File: src/design/bra_pkg.sv
// package for the ring and batch stream arbiter: register map, fields, types
// assumes a single 250 MHz clock domain and an axi4-lite register port
`default_nettype none

package bra_pkg;

	localparam int AXI_AW = 8;
	localparam int OFS_W = 19;
	localparam int ADDR_W = 32;
	localparam int LEN_W = 32;
	localparam int EVT_W = 4;
	localparam int EVT_SEL_W = 2;

	////////////////////////////////////////////////////////////////////////
	// register offsets (byte addresses)
	localparam logic [AXI_AW-1:0] REG_CTRL = 8'h00;
	localparam logic [AXI_AW-1:0] REG_STATUS = 8'h04;
	localparam logic [AXI_AW-1:0] REG_ERR_HDR = 8'h08;
	localparam logic [AXI_AW-1:0] REG_ERR_INFO = 8'h0c;

	// control fields
	localparam int CTRL_LP_VALID = 0;
	localparam int CTRL_IRQ_VALID = 1;
	localparam int CTRL_INT_EN = 2;
	localparam int CTRL_INT_MASK = 3;
	localparam int CTRL_HWS_EN = 4;
	localparam int CTRL_HWS_MASK = 5;
	localparam int CTRL_W = 6;
	localparam logic [CTRL_W-1:0] CTRL_RST = 6'h00;

	// status fields
	localparam int STAT_HALT = 0;
	localparam int STAT_SRC = 1;
	localparam int STAT_ARB_EN = 4;
	localparam int STAT_WAIT = 5;
	localparam int STAT_BACT = 7;
	localparam int STAT_PROT = 9;

	// error info fields
	localparam int INFO_ORIGIN = 0;
	localparam int INFO_CODE = 8;
	localparam logic [7:0] ERR_CODE_STORE_IMM = 8'h01;

	localparam int RING_LP = 0;
	localparam int RING_IRQ = 1;

	localparam logic [1:0] RESP_OKAY = 2'h0;
	localparam logic [1:0] RESP_SLVERR = 2'h2;

	////////////////////////////////////////////////////////////////////////
	typedef enum logic [2:0] {
		SRC_NONE,
		SRC_LP_RING,
		SRC_IRQ_RING,
		SRC_LP_BATCH,
		SRC_IRQ_BATCH
	} bra_src_e;

	typedef enum logic [2:0] {
		KIND_OTHER,
		KIND_BATCH,
		KIND_ARB,
		KIND_WAIT,
		KIND_STORE_IMM
	} bra_kind_e;

	typedef enum logic [1:0] {
		ST_ARB,
		ST_RUN,
		ST_STALL,
		ST_HALT
	} bra_st_e;

endpackage

`default_nettype wire

File: src/design/bra_pick.sv
// priority picker for the four instruction sources
// assumes inputs already reflect ring validity, emptiness and waits
`default_nettype none

module bra_pick
	import bra_pkg::*;
(
	input wire logic irq_bact,
	input wire logic lp_bact,
	input wire logic lp_pend,
	input wire logic irq_rdy,
	input wire logic irq_arb_en,
	input wire logic lp_rdy,
	output bra_pkg::bra_src_e pick
);

	always_comb
	begin
		// irq batch is never broken, even at its chain points
		if (irq_bact)
			pick = SRC_IRQ_BATCH;
		else if (lp_bact && !lp_pend)
			pick = SRC_LP_BATCH;
		else if (irq_rdy && irq_arb_en)
			pick = SRC_IRQ_RING;
		else if (lp_bact)
			pick = SRC_LP_BATCH;
		else if (lp_rdy)
			pick = SRC_LP_RING;
		else
			pick = SRC_NONE;
	end

endmodule

`default_nettype wire

File: src/design/bra_arbiter.sv
// ring and batch stream arbiter of the instruction parser
// assumes a fetch engine that streams decoded instructions from the selected
// source, and ring head/tail offsets kept by ring pointer logic on this clock
//
// Operation
// - a batch start from a ring starts a batch fetch at its address and length
// - a batch start ending a batch chains into the new batch, no ring return
// - a batch ending otherwise resumes the ring after the original batch start
// - four sources tracked: two rings and one batch sequence per ring
// - arbitration toggle from the low-priority stream gates the interrupt ring
// - low-priority batch is not preempted; interrupt ring enters only at chain points
// - a batch started from the interrupt ring is never interrupted
// - wait from a ring marks that ring empty until its event arrives
// - wait from a batch stalls the parser without rearbitration
// - with nothing pending, arbitrate every cycle
// - arbitrate between consecutive low-priority ring instructions
// - arbitrate after a low-priority ring batch start and at low-priority batch end
// - interrupt ring wait arbitrates only when it really has to wait
// - continuing the active batch has highest priority
// - then interrupt ring if enabled, then low-priority batch, then low-priority ring
// - batch start carries an untrusted flag selecting protected mode
// - protected batches refuse the immediate store-dword instruction
// - protection from the ring batch start persists across chained batches
// - a violation captures header, origin and error code
// - a violation raises interrupt and/or status write when enabled and unmasked
// - after a violation the parser halts until reset
// - a ring arbitrates only while its valid bit is set
// - a ring with head equal to tail has nothing pending
`default_nettype none

module bra_arbiter
	import bra_pkg::*;
(
	input wire logic clk,
	input wire logic rst_n,
	input wire logic [bra_pkg::AXI_AW-1:0] s_axi_awaddr,
	input wire logic s_axi_awvalid,
	output logic s_axi_awready,
	input wire logic [31:0] s_axi_wdata,
	input wire logic [3:0] s_axi_wstrb,
	input wire logic s_axi_wvalid,
	output logic s_axi_wready,
	output logic [1:0] s_axi_bresp,
	output logic s_axi_bvalid,
	input wire logic s_axi_bready,
	input wire logic [bra_pkg::AXI_AW-1:0] s_axi_araddr,
	input wire logic s_axi_arvalid,
	output logic s_axi_arready,
	output logic [31:0] s_axi_rdata,
	output logic [1:0] s_axi_rresp,
	output logic s_axi_rvalid,
	input wire logic s_axi_rready,
	input wire logic [bra_pkg::OFS_W-1:0] lp_head,
	input wire logic [bra_pkg::OFS_W-1:0] lp_tail,
	input wire logic [bra_pkg::OFS_W-1:0] irq_head,
	input wire logic [bra_pkg::OFS_W-1:0] irq_tail,
	input wire logic [bra_pkg::EVT_W-1:0] evt_in,
	input wire logic instr_valid,
	output logic instr_ready,
	input wire logic [31:0] instr_header,
	input wire bra_pkg::bra_kind_e instr_kind,
	input wire logic instr_last,
	input wire logic [bra_pkg::ADDR_W-1:0] instr_batch_addr,
	input wire logic [bra_pkg::LEN_W-1:0] instr_batch_len,
	input wire logic instr_untrusted,
	input wire logic instr_arb_on,
	input wire logic [bra_pkg::EVT_SEL_W-1:0] instr_evt_sel,
	output bra_pkg::bra_src_e src_sel,
	output logic src_go,
	output logic batch_go,
	output logic [bra_pkg::ADDR_W-1:0] batch_addr,
	output logic [bra_pkg::LEN_W-1:0] batch_len,
	output logic prot_mode,
	output logic halted,
	output logic viol_irq,
	output logic viol_hws_req
);

	////////////////////////////////////////////////////////////////////////
	// register bus

	logic [CTRL_W-1:0] ctrl_reg, ctrl_next;
	logic aw_have_reg, aw_have_next;
	logic w_have_reg, w_have_next;
	logic [AXI_AW-1:0] aw_addr_reg, aw_addr_next;
	logic [31:0] wdata_reg, wdata_next;
	logic wstrb0_reg, wstrb0_next;
	logic bvalid_reg, bvalid_next;
	logic [1:0] bresp_reg, bresp_next;
	logic rvalid_reg, rvalid_next;
	logic [1:0] rresp_reg, rresp_next;
	logic [31:0] rdata_reg, rdata_next;
	logic [31:0] status_word;
	logic [31:0] err_hdr_reg, err_hdr_next;
	logic [31:0] err_info_reg, err_info_next;

	assign s_axi_awready = !aw_have_reg && !bvalid_reg;
	assign s_axi_wready = !w_have_reg && !bvalid_reg;
	assign s_axi_bvalid = bvalid_reg;
	assign s_axi_bresp = bresp_reg;
	assign s_axi_arready = !rvalid_reg;
	assign s_axi_rvalid = rvalid_reg;
	assign s_axi_rresp = rresp_reg;
	assign s_axi_rdata = rdata_reg;

	always_comb
	begin
		aw_have_next = aw_have_reg;
		w_have_next = w_have_reg;
		aw_addr_next = aw_addr_reg;
		wdata_next = wdata_reg;
		wstrb0_next = wstrb0_reg;
		bvalid_next = bvalid_reg;
		bresp_next = bresp_reg;
		ctrl_next = ctrl_reg;
		rvalid_next = rvalid_reg;
		rresp_next = rresp_reg;
		rdata_next = rdata_reg;
		if (s_axi_awvalid && s_axi_awready)
		begin
			aw_have_next = 1'b1;
			aw_addr_next = s_axi_awaddr;
		end
		if (s_axi_wvalid && s_axi_wready)
		begin
			w_have_next = 1'b1;
			wdata_next = s_axi_wdata;
			wstrb0_next = s_axi_wstrb[0];
		end
		// address and data may land in either order; commit once both are here
		if (aw_have_reg && w_have_reg)
		begin
			aw_have_next = 1'b0;
			w_have_next = 1'b0;
			bvalid_next = 1'b1;
			bresp_next = RESP_OKAY;
			if (aw_addr_reg == REG_CTRL)
			begin
				if (wstrb0_reg)
					ctrl_next = wdata_reg[CTRL_W-1:0];
			end
			else if (aw_addr_reg != REG_STATUS && aw_addr_reg != REG_ERR_HDR &&
				aw_addr_reg != REG_ERR_INFO)
				bresp_next = RESP_SLVERR;
		end
		else if (bvalid_reg && s_axi_bready)
			bvalid_next = 1'b0;
		if (s_axi_arvalid && s_axi_arready)
		begin
			rvalid_next = 1'b1;
			rresp_next = RESP_OKAY;
			unique case (s_axi_araddr)
				REG_CTRL: rdata_next = {{(32-CTRL_W){1'b0}}, ctrl_reg};
				REG_STATUS: rdata_next = status_word;
				REG_ERR_HDR: rdata_next = err_hdr_reg;
				REG_ERR_INFO: rdata_next = err_info_reg;
				default:
				begin
					rdata_next = 32'h0000_0000;
					rresp_next = RESP_SLVERR;
				end
			endcase
		end
		else if (rvalid_reg && s_axi_rready)
			rvalid_next = 1'b0;
	end

	always_ff @(posedge clk or negedge rst_n)
	begin
		if (!rst_n)
		begin
			aw_have_reg <= 1'b0;
			w_have_reg <= 1'b0;
			aw_addr_reg <= '0;
			wdata_reg <= 32'h0000_0000;
			wstrb0_reg <= 1'b0;
			bvalid_reg <= 1'b0;
			bresp_reg <= RESP_OKAY;
			ctrl_reg <= CTRL_RST;
			rvalid_reg <= 1'b0;
			rresp_reg <= RESP_OKAY;
			rdata_reg <= 32'h0000_0000;
		end
		else
		begin
			aw_have_reg <= aw_have_next;
			w_have_reg <= w_have_next;
			aw_addr_reg <= aw_addr_next;
			wdata_reg <= wdata_next;
			wstrb0_reg <= wstrb0_next;
			bvalid_reg <= bvalid_next;
			bresp_reg <= bresp_next;
			ctrl_reg <= ctrl_next;
			rvalid_reg <= rvalid_next;
			rresp_reg <= rresp_next;
			rdata_reg <= rdata_next;
		end
	end

	////////////////////////////////////////////////////////////////////////
	// arbitration core

	function automatic logic ring_ready(input logic valid, input logic waiting,
		input logic [OFS_W-1:0] head, input logic [OFS_W-1:0] tail);
		ring_ready = valid && !waiting && (head != tail);
	endfunction

	bra_st_e st_reg, st_next;
	bra_src_e src_reg, src_next;
	bra_src_e pick;
	logic [1:0] bact_reg, bact_next;
	logic [1:0] pend_reg, pend_next;
	logic [1:0] prot_reg, prot_next;
	logic [ADDR_W-1:0] baddr_reg [2];
	logic [ADDR_W-1:0] baddr_next [2];
	logic [LEN_W-1:0] blen_reg [2];
	logic [LEN_W-1:0] blen_next [2];
	logic [1:0] wait_reg, wait_next;
	logic [EVT_SEL_W-1:0] wsel_reg [2];
	logic [EVT_SEL_W-1:0] wsel_next [2];
	logic [EVT_SEL_W-1:0] stall_sel_reg, stall_sel_next;
	logic arb_en_reg, arb_en_next;
	logic src_go_reg, src_go_next;
	logic batch_go_reg, batch_go_next;
	logic [ADDR_W-1:0] oaddr_reg, oaddr_next;
	logic [LEN_W-1:0] olen_reg, olen_next;
	logic virq_reg, virq_next;
	logic vhws_reg, vhws_next;
	logic lp_rdy, irq_rdy, take, from_batch, evt_hit;
	int ring;

	assign lp_rdy = ring_ready(ctrl_reg[CTRL_LP_VALID], wait_reg[RING_LP], lp_head, lp_tail);
	assign irq_rdy = ring_ready(ctrl_reg[CTRL_IRQ_VALID], wait_reg[RING_IRQ], irq_head,
		irq_tail);
	assign instr_ready = (st_reg == ST_RUN);
	assign take = instr_valid && instr_ready;
	assign from_batch = (src_reg == SRC_LP_BATCH) || (src_reg == SRC_IRQ_BATCH);
	assign ring = (src_reg == SRC_IRQ_RING || src_reg == SRC_IRQ_BATCH) ? RING_IRQ : RING_LP;
	assign evt_hit = evt_in[instr_evt_sel];

	bra_pick u_pick (
		.irq_bact(bact_reg[RING_IRQ]),
		.lp_bact(bact_reg[RING_LP]),
		.lp_pend(pend_reg[RING_LP]),
		.irq_rdy(irq_rdy),
		.irq_arb_en(arb_en_reg),
		.lp_rdy(lp_rdy),
		.pick(pick)
	);

	always_comb
	begin
		st_next = st_reg;
		src_next = src_reg;
		bact_next = bact_reg;
		pend_next = pend_reg;
		prot_next = prot_reg;
		baddr_next = baddr_reg;
		blen_next = blen_reg;
		wait_next = wait_reg;
		wsel_next = wsel_reg;
		stall_sel_next = stall_sel_reg;
		arb_en_next = arb_en_reg;
		err_hdr_next = err_hdr_reg;
		err_info_next = err_info_reg;
		oaddr_next = oaddr_reg;
		olen_next = olen_reg;
		src_go_next = 1'b0;
		batch_go_next = 1'b0;
		virq_next = 1'b0;
		vhws_next = 1'b0;
		// awaited events hand the ring back to arbitration
		for (int r = 0; r < 2; r++)
			if (wait_reg[r] && evt_in[wsel_reg[r]])
				wait_next[r] = 1'b0;
		unique case (st_reg)
			ST_ARB:
			begin
				// stays here every cycle while nothing is pending
				if (pick != SRC_NONE)
				begin
					src_next = pick;
					src_go_next = 1'b1;
					st_next = ST_RUN;
					if (pick == SRC_LP_BATCH && pend_reg[RING_LP])
					begin
						pend_next[RING_LP] = 1'b0;
						batch_go_next = 1'b1;
						oaddr_next = baddr_reg[RING_LP];
						olen_next = blen_reg[RING_LP];
					end
					else if (pick == SRC_IRQ_BATCH && pend_reg[RING_IRQ])
					begin
						pend_next[RING_IRQ] = 1'b0;
						batch_go_next = 1'b1;
						oaddr_next = baddr_reg[RING_IRQ];
						olen_next = blen_reg[RING_IRQ];
					end
				end
			end
			ST_RUN:
			begin
				if (take)
				begin
					// by default ring instructions of the low stream rearbitrate
					if (src_reg == SRC_LP_RING)
						st_next = ST_ARB;
					if (instr_kind == KIND_ARB &&
						(src_reg == SRC_LP_RING || src_reg == SRC_LP_BATCH))
						arb_en_next = instr_arb_on;
					if (instr_kind == KIND_STORE_IMM && from_batch && prot_reg[ring])
					begin
						st_next = ST_HALT;
						err_hdr_next = instr_header;
						err_info_next = 32'h0000_0000;
						err_info_next[INFO_ORIGIN +: 3] = src_reg;
						err_info_next[INFO_CODE +: 8] = ERR_CODE_STORE_IMM;
						virq_next = ctrl_reg[CTRL_INT_EN] && !ctrl_reg[CTRL_INT_MASK];
						vhws_next = ctrl_reg[CTRL_HWS_EN] && !ctrl_reg[CTRL_HWS_MASK];
					end
					else if (instr_kind == KIND_BATCH && (!from_batch || instr_last))
					begin
						bact_next[ring] = 1'b1;
						pend_next[ring] = 1'b1;
						baddr_next[ring] = instr_batch_addr;
						blen_next[ring] = instr_batch_len;
						// a chained start inherits protection and cannot lift it
						if (!from_batch)
							prot_next[ring] = instr_untrusted;
						st_next = ST_ARB;
					end
					else if (from_batch && instr_last)
					begin
						// ring resumes at its head, already past the batch start
						bact_next[ring] = 1'b0;
						prot_next[ring] = 1'b0;
						st_next = ST_ARB;
					end
					else if (instr_kind == KIND_WAIT && !evt_hit)
					begin
						if (from_batch)
						begin
							stall_sel_next = instr_evt_sel;
							st_next = ST_STALL;
						end
						else
						begin
							wait_next[ring] = 1'b1;
							wsel_next[ring] = instr_evt_sel;
							st_next = ST_ARB;
						end
					end
				end
				else if (src_reg == SRC_IRQ_RING && !irq_rdy)
					st_next = ST_ARB;
			end
			ST_STALL:
			begin
				// the parser simply sits here; no other source is considered
				if (evt_in[stall_sel_reg])
					st_next = ST_RUN;
			end
			ST_HALT:
				st_next = ST_HALT;
		endcase
	end

	always_ff @(posedge clk or negedge rst_n)
	begin
		if (!rst_n)
		begin
			st_reg <= ST_ARB;
			src_reg <= SRC_NONE;
			bact_reg <= 2'h0;
			pend_reg <= 2'h0;
			prot_reg <= 2'h0;
			baddr_reg <= '{default: '0};
			blen_reg <= '{default: '0};
			wait_reg <= 2'h0;
			wsel_reg <= '{default: '0};
			stall_sel_reg <= '0;
			arb_en_reg <= 1'b1;
			err_hdr_reg <= 32'h0000_0000;
			err_info_reg <= 32'h0000_0000;
			oaddr_reg <= '0;
			olen_reg <= '0;
			src_go_reg <= 1'b0;
			batch_go_reg <= 1'b0;
			virq_reg <= 1'b0;
			vhws_reg <= 1'b0;
		end
		else
		begin
			st_reg <= st_next;
			src_reg <= src_next;
			bact_reg <= bact_next;
			pend_reg <= pend_next;
			prot_reg <= prot_next;
			baddr_reg <= baddr_next;
			blen_reg <= blen_next;
			wait_reg <= wait_next;
			wsel_reg <= wsel_next;
			stall_sel_reg <= stall_sel_next;
			arb_en_reg <= arb_en_next;
			err_hdr_reg <= err_hdr_next;
			err_info_reg <= err_info_next;
			oaddr_reg <= oaddr_next;
			olen_reg <= olen_next;
			src_go_reg <= src_go_next;
			batch_go_reg <= batch_go_next;
			virq_reg <= virq_next;
			vhws_reg <= vhws_next;
		end
	end

	////////////////////////////////////////////////////////////////////////
	// outputs and status

	always_comb
	begin
		status_word = 32'h0000_0000;
		status_word[STAT_HALT] = (st_reg == ST_HALT);
		status_word[STAT_SRC +: 3] = src_reg;
		status_word[STAT_ARB_EN] = arb_en_reg;
		status_word[STAT_WAIT +: 2] = wait_reg;
		status_word[STAT_BACT +: 2] = bact_reg;
		status_word[STAT_PROT +: 2] = prot_reg;
	end

	assign src_sel = src_reg;
	assign src_go = src_go_reg;
	assign batch_go = batch_go_reg;
	assign batch_addr = oaddr_reg;
	assign batch_len = olen_reg;
	assign prot_mode = from_batch && prot_reg[ring];
	assign halted = (st_reg == ST_HALT);
	assign viol_irq = virq_reg;
	assign viol_hws_req = vhws_reg;

endmodule

`default_nettype wire

File: config.mk
export PLATFORM = sky130hd
export DESIGN_NAME = bra_arbiter
export DESIGN_NICKNAME = d
export VERILOG_FILES = /design/src/design/bra_pkg.sv /design/src/design/bra_pick.sv /design/src/design/bra_arbiter.sv
export SDC_FILE = /design/constraint.sdc
export NUM_CORES = 1
export LEC_CHECK = 0
export BUFFER_PORTS_ARGS = -buffer_cell sky130_fd_sc_hd__buf_4
export CORE_MARGIN = 2
export CORE_UTILIZATION = 26
export CTS_CLUSTER_SIZE = 25
export DETAILED_ROUTE_END_ITERATION = 10
export PLACE_DENSITY_LB_ADDON = 0.25
export SKIP_CTS_REPAIR_TIMING = 1
export SKIP_LAST_GASP = 1
export SLEW_MARGIN = 20
export SYNTH_ARGS = -nofsm -noshare
export SYNTH_HDL_FRONTEND = slang
export SYNTH_SLANG_ARGS = --single-unit
File: constraint.sdc
create_clock -name clk -period 2.45 [get_ports clk]
set_input_delay 0.245 -clock clk [delete_from_list [all_inputs] [get_ports clk]]
set_output_delay 0.245 -clock clk [all_outputs]
set_load 0.01 [all_outputs]
Word-level counts from Yosys, hierarchy flattened
Index checks and enable logic that the tools add are counted.
{"block": "classes", "n_mul": 0, "n_lt_le_gt_ge": 8, "n_mux": 88, "bitwise": 11, "n_shift": 0, "n_reduce_logical": 74, "n_eq_ne": 32, "n_addsub": 0, "div_mod_pow": 0}
{"op": "two-way mux 32 bit", "count": 5}
{"op": "bitwise mux 64 bit", "count": 2}
{"op": "case mux 32 bit (4 select lines)", "count": 1}
{"op": "two-way mux 2 bit", "count": 30}
{"op": "!= test 19 bit", "count": 2}
{"op": "two-way mux 1 bit", "count": 35}
{"op": "logical AND 1 bit", "count": 33}
{"op": "demux 32 bit (select 1 bit)", "count": 1}
{"op": ">= comparator 32 x 2 -> 1 bit (second input constant)", "count": 1}
{"op": "less-than comparator 32 x 1 -> 1 bit (second input constant)", "count": 1}
{"op": "NOT 1 -> 32 bit", "count": 1}
{"op": "AND reduction 7 bit", "count": 3}
{"op": "equality test 8 x 4 -> 1 bit (second input constant)", "count": 2}
{"op": "zero test 8 bit", "count": 2}
{"op": "!= test 8 x 4 -> 1 bit (second input constant)", "count": 2}
{"op": "equality test 3 x 2 -> 1 bit (second input constant)", "count": 5}
{"op": "!= test 2 bit (second input constant)", "count": 7}
{"op": "nonzero test 2 bit", "count": 7}
{"op": "zero test 1 bit", "count": 12}
{"op": "less-than comparator 2 x 3 -> 1 bit (second input constant)", "count": 4}
{"op": "two-way mux 3 bit", "count": 4}
{"op": "AND reduction 3 bit", "count": 4}
{"op": "AND reduction 4 bit", "count": 3}
{"op": "equality test 3 bit (second input constant)", "count": 3}
{"op": "28 further kinds", "count": 43}
{"block": "totals", "rom_bits": 0, "n_memories": 0, "inputBits": 244, "mem_bits_rw": 0, "wordCells": 247, "out_inout_bits": 115, "latch_bits": 0, "reg_bits": 313}

Logic depth before layout (Yosys ltp)
{"block": "depth", "ltp_word": 15, "depth_mapped": 9, "depth_no_buf": 6}

Modules after synthesis
From an unflattened synthesis, not the netlist that was laid out.
{"block": "hier_totals", "hier_cells": 1001, "area_unflattened_um2": 13223.9}
{"mod": "bra_arbiter", "instances": 1, "cells_each": 993, "seq_area_each_um2": 7783.7, "area_per_inst_um2": 13178.9}
{"mod": "bra_pick", "instances": 1, "cells_each": 8, "seq_area_each_um2": 0.0, "area_per_inst_um2": 45.0}

Worst setup path before layout
No wires, ideal clock.
{"block": "synth_path", "path_type": "reg-to-reg", "from": "reg src_reg[1], in the netlist src_sel[1]", "to": "reg baddr_reg[20] (netlist name)", "period_less_slack_ns": 2.173, "setup_time_ns": 0.125, "required_time_ns": 2.325, "path_slack_ns": 0.277, "path_stages_with_launch": 9, "arrival_time_ns": 2.048, "path_buffers": 3, "cell_sequence": "dfrtp_1 -> buf_2 -> and4b_1 -> o211ai_2 -> nand2_2 -> nor4_2 -> buf_2 -> buf_4 -> mux2_2"}
{"block": "synth_between", "elab_chain_len": 9, "word_cells_on_any_way": 23, "cone_classes": "order compare (2); eq/ne (3); mux (7); bitwise (2); reduce/logical (9)"}
{"element": "from (decl)", "line": "bra_arbiter.sv:209", "rtl": "bra_src_e src_reg, src_next;"}
{"element": "from (signal assigned)", "line": "bra_arbiter.sv:395", "rtl": "src_reg <= src_next;"}
{"element": "equality test 3 x 2 -> 1 bit / equality test 3 bit (equally long branches)", "line": "bra_arbiter.sv:238, bra_arbiter.sv:237"}
{"element": "logical OR 1 bit", "line": "bra_arbiter.sv:238", "rtl": "assign ring = (src_reg == SRC_IRQ_RING || src_reg == SRC_IRQ_BATCH) ? RING_IRQ : RING_LP;"}
{"element": "two-way mux 1 bit", "line": "bra_arbiter.sv:238"}
{"element": "NOT 1 -> 32 bit (not written as such) / two-way mux 1 bit (equally long branches)", "line": "bra_arbiter.sv:325, bra_arbiter.sv:311"}
{"element": ">= comparator 32 x 2 -> 1 bit (not written as such) (tied with other cells)", "line": "bra_arbiter.sv:325", "rtl": "baddr_next[ring] = instr_batch_addr;"}
{"element": "logical AND 1 bit (not written as such) / two-way mux 1 bit (equally long branches)", "line": "bra_arbiter.sv:325, bra_arbiter.sv:311"}
{"element": "two-way mux 32 bit (not written as such) / logical AND 1 bit (equally long branches)", "line": "bra_arbiter.sv:325, bra_arbiter.sv:311"}
{"element": "demux 32 bit (select 1 bit) / NOT 1 bit (equally long branches)"}
{"element": "bitwise mux 64 bit / AND reduction 4 bit (equally long branches)"}
{"element": "to (signal assigned)", "line": "bra_arbiter.sv:399", "rtl": "baddr_reg <= baddr_next;"}
{"element": "to (decl)", "line": "bra_arbiter.sv:214", "rtl": "logic [ADDR_W-1:0] baddr_reg [2];"}
Parallel ways exist; a longest one is shown, timed or not. The select of a mux whose other input is x is not followed.
A chain may end at the register's enable or synchronous reset.

Worst setup path after layout
{"block": "layout_path", "from": "reg src_reg[0], in the netlist src_sel[0]", "to": "reg baddr_reg[20] (netlist name)"}
The elaborated chain is that of the path after synthesis.

==> results.sh <==
export IMPL_slew_headroom_pct=53.87
export IMPL_start_kind="flip-flop"
export IMPL_globalRoute_totalOverflow=0
export IMPL_totalWireLength_um=45010
export IMPL_h_tree_depth=2
export IMPL_place_ws_ps=32.21
export IMPL_fin_cells=2335
export IMPL_drive_above_1_share_pct=42.61
export IMPL_cp_arrival_ps=2780
export IMPL_min_period_ps=2348
export IMPL_vias_per_cell=4.689
export IMPL_pwr_density_cell_nw_per_um2=882.0
export IMPL_first_pass_iters=4
export IMPL_worstSetupEndpointType="flip-flop"
export IMPL_finalCritPeriodShare_pct=95.85
export IMPL_ys_ff_latch=311
export IMPL_outcome="finished, final reports clean"
export IMPL_grt_max_degree=68
export IMPL_worstMarginPinSlew_ps=691.9
export IMPL_initial_core_util_pct=26.41
export IMPL_cp_data_required_time_ps=2880
export IMPL_fin_ws_ps=101.6
export IMPL_skew_ps=19.53
export IMPL_r2r_start="src_sel[0]$_DFFE_PN0P_"
export IMPL_worstSkewPairLatency_ps=550
export IMPL_max_freq_mhz=425.8
export IMPL_async_flop_share_pct=100.0
export IMPL_grt_usage_pct=15.58
export IMPL_final_common_cell="buf_4"
export IMPL_synth_distinct_cells=59
export IMPL_vias=10949
export IMPL_wl_per_cell_um=19.28
export IMPL_hold_path_class="input port to flip-flop"
export IMPL_numPortBuffers=327
export IMPL_grt_setup_unrepaired="no"
export IMPL_slew_violations=0
export IMPL_leakagePower_nw=9.628
export IMPL_syn_instance_count=1169
export IMPL_hold_violations=0
export IMPL_dpl_cell_count=2149
export IMPL_fin_tns_setup_ps=0
export IMPL_die_y_um=238.3
export IMPL_rows=85
export IMPL_max_clock_path_buffers=3
export IMPL_maxCapViolations=0
export IMPL_cts_tree="yes"
export IMPL_cts_clk_slew_worst_paths_ps=60
export IMPL_drt_iter0_markers=534
export IMPL_dieArea_sq_um=56770
export IMPL_grt_pass1_vias=11195
export IMPL_syn_area_per_cell_sq_um=12.21
export IMPL_finalHoldWorstSlack_ps=71.83
export IMPL_core_sq_um=54030
export IMPL_setup_viol=0
export IMPL_yosys_warnings=0
export IMPL_critPathLaunch="src_sel[0]$_DFFE_PN0P_"
export IMPL_hold_start="instr_valid"
export IMPL_grt_pass1_wl_um=68320
export IMPL_cts_made_buffers=39
export IMPL_ys_flop_type="dfrtp_1"
export IMPL_ant_nets=0
export IMPL_drc=0
export IMPL_dp_final_hpwl_um=28090
export IMPL_fin_nets=1857
export IMPL_cp_max_fo=16
export IMPL_final_cell_mix="buf_4 (357), dfrtp_1 (309), mux2_2 (152)"
export IMPL_syn_area_sq_um=14270
export IMPL_cts_num_sinks=311
export IMPL_ir_drop_mv=0.5656
export IMPL_gp_congestion=0.7956
export IMPL_crit_type="flip-flop to flip-flop"
export IMPL_dieWidth_um=238.3
export IMPL_synth_edff_count=0
export IMPL_ys_seq_area_share_pct=54.55
export IMPL_clock_root_buffer="clkbuf_16"
export IMPL_areaGrowthSynthToFinish_pct=42.45
export IMPL_io_pin_count=359
export IMPL_antenna_found_initial=2
layer usage:
metal | part of all wire, % | up-vias | track usage [%]
li1 | - | 5092 | -
met1 | 44 | 5529 | 20.68
met2 | 48 | 279 | 25.33
met3 | 6.0 | 49 | 3.876
met4 | 1.6 | 0 | 4.148
met5 | 0 | - | 0
cells by family after synthesis:
group	share of synthesized area (%)
buf+inv	3.648
compound gates	8.918
other cells	0.02628
xor+xnor	2.394
flops	54.55
mux	17.31
simple gates	13.15
cells in the mapped netlist (8+ instances only):
cell / n / area share [%]
dfrtp_1: 310 / 54
mux2_2: 152 / 12
nor2_1: 148 / 3.9
nor4_1: 68 / 3.0
or3_1: 67 / 2.9
clkbuf_1: 62 / 1.6
a211oi_2: 39 / 3.4
mux2_4: 38 / 4.0
nand2_1: 31 / 0.82
xnor2_1: 30 / 1.8
a211oi_1: 25 / 1.3
a22o_1: 25 / 1.5
o21ai_0: 16 / 0.56
inv_1: 12 / 0.32
buf_2: 11 / 0.39
buf_4: 11 / 0.58
a21oi_1: 9 / 0.32
buf_6: 9 / 0.71
xor2_1: 9 / 0.55
nand4_1: 8 / 0.35
stage by stage:
step | power (mW) | utilization [%] | instance area, sq um
6_report | 17.93 | 37.62 | 20330
5_1_grt | 18.97 | 37.62 | 20330
4_1_cts | 18.05 | 35.36 | 19100
3_5_place_dp | 12.05 | 32.95 | 17800
3_3_place_gp | 11.93 | 32.95 | 17800
2_1_floorplan | 9.864 | - | 14270
path summary, 6_finish.rpt:
kind / endpoint / slack, ps / cells past startpoint
worst max register to register: baddr_reg[20]$_DFFE_PN0P_ / 100 / 8
worst min-delay path: st_reg[0]$_DFFE_PN0P_ / 70 / 3
worst min register to register: viol_irq$_DFF_PN0_ / 460 / 1
worst max-delay path: baddr_reg[20]$_DFFE_PN0P_ / 100 / 8
max in group asynchronous: batch_addr[3]$_DFFE_PN0P_ / 1320 / 3
min in group asynchronous: s_axi_bvalid$_DFFE_PN0P_ / 270 / 2
worst max-delay path, stage by stage (launching register included):
cell and delay [ps]:
dfrtp_1 480, nor2b_1 210, a21o_1 210, nand2b_1 90, nand2_1 110, nor4_4 310, buf_12 250, buf_12 190
mux2_2 350
area by class of cell:
cell class                      instances  area, sq um
Tap cell                              696        870.8
Clock inverter                         11        151.4
Multi-Input combinational cell        753         6037
Timing Repair Buffer                  496         4287
Inverter                               12        45.04
Sequential cell                       311         7785
Fill cell                            5277        33700
Antenna cell                            1        2.502
Clock buffer                           55         1147
power by group:
part	total, mW	leakage [nW]	internal, mW	switching [mW]
Sequential	6.95	3.96	6.26	0.691
Combinational	5.12	5.02	2.65	2.47
Clock	5.86	0.639	3.57	2.29
Note: power is estimated with default switching activity, not from simulation.
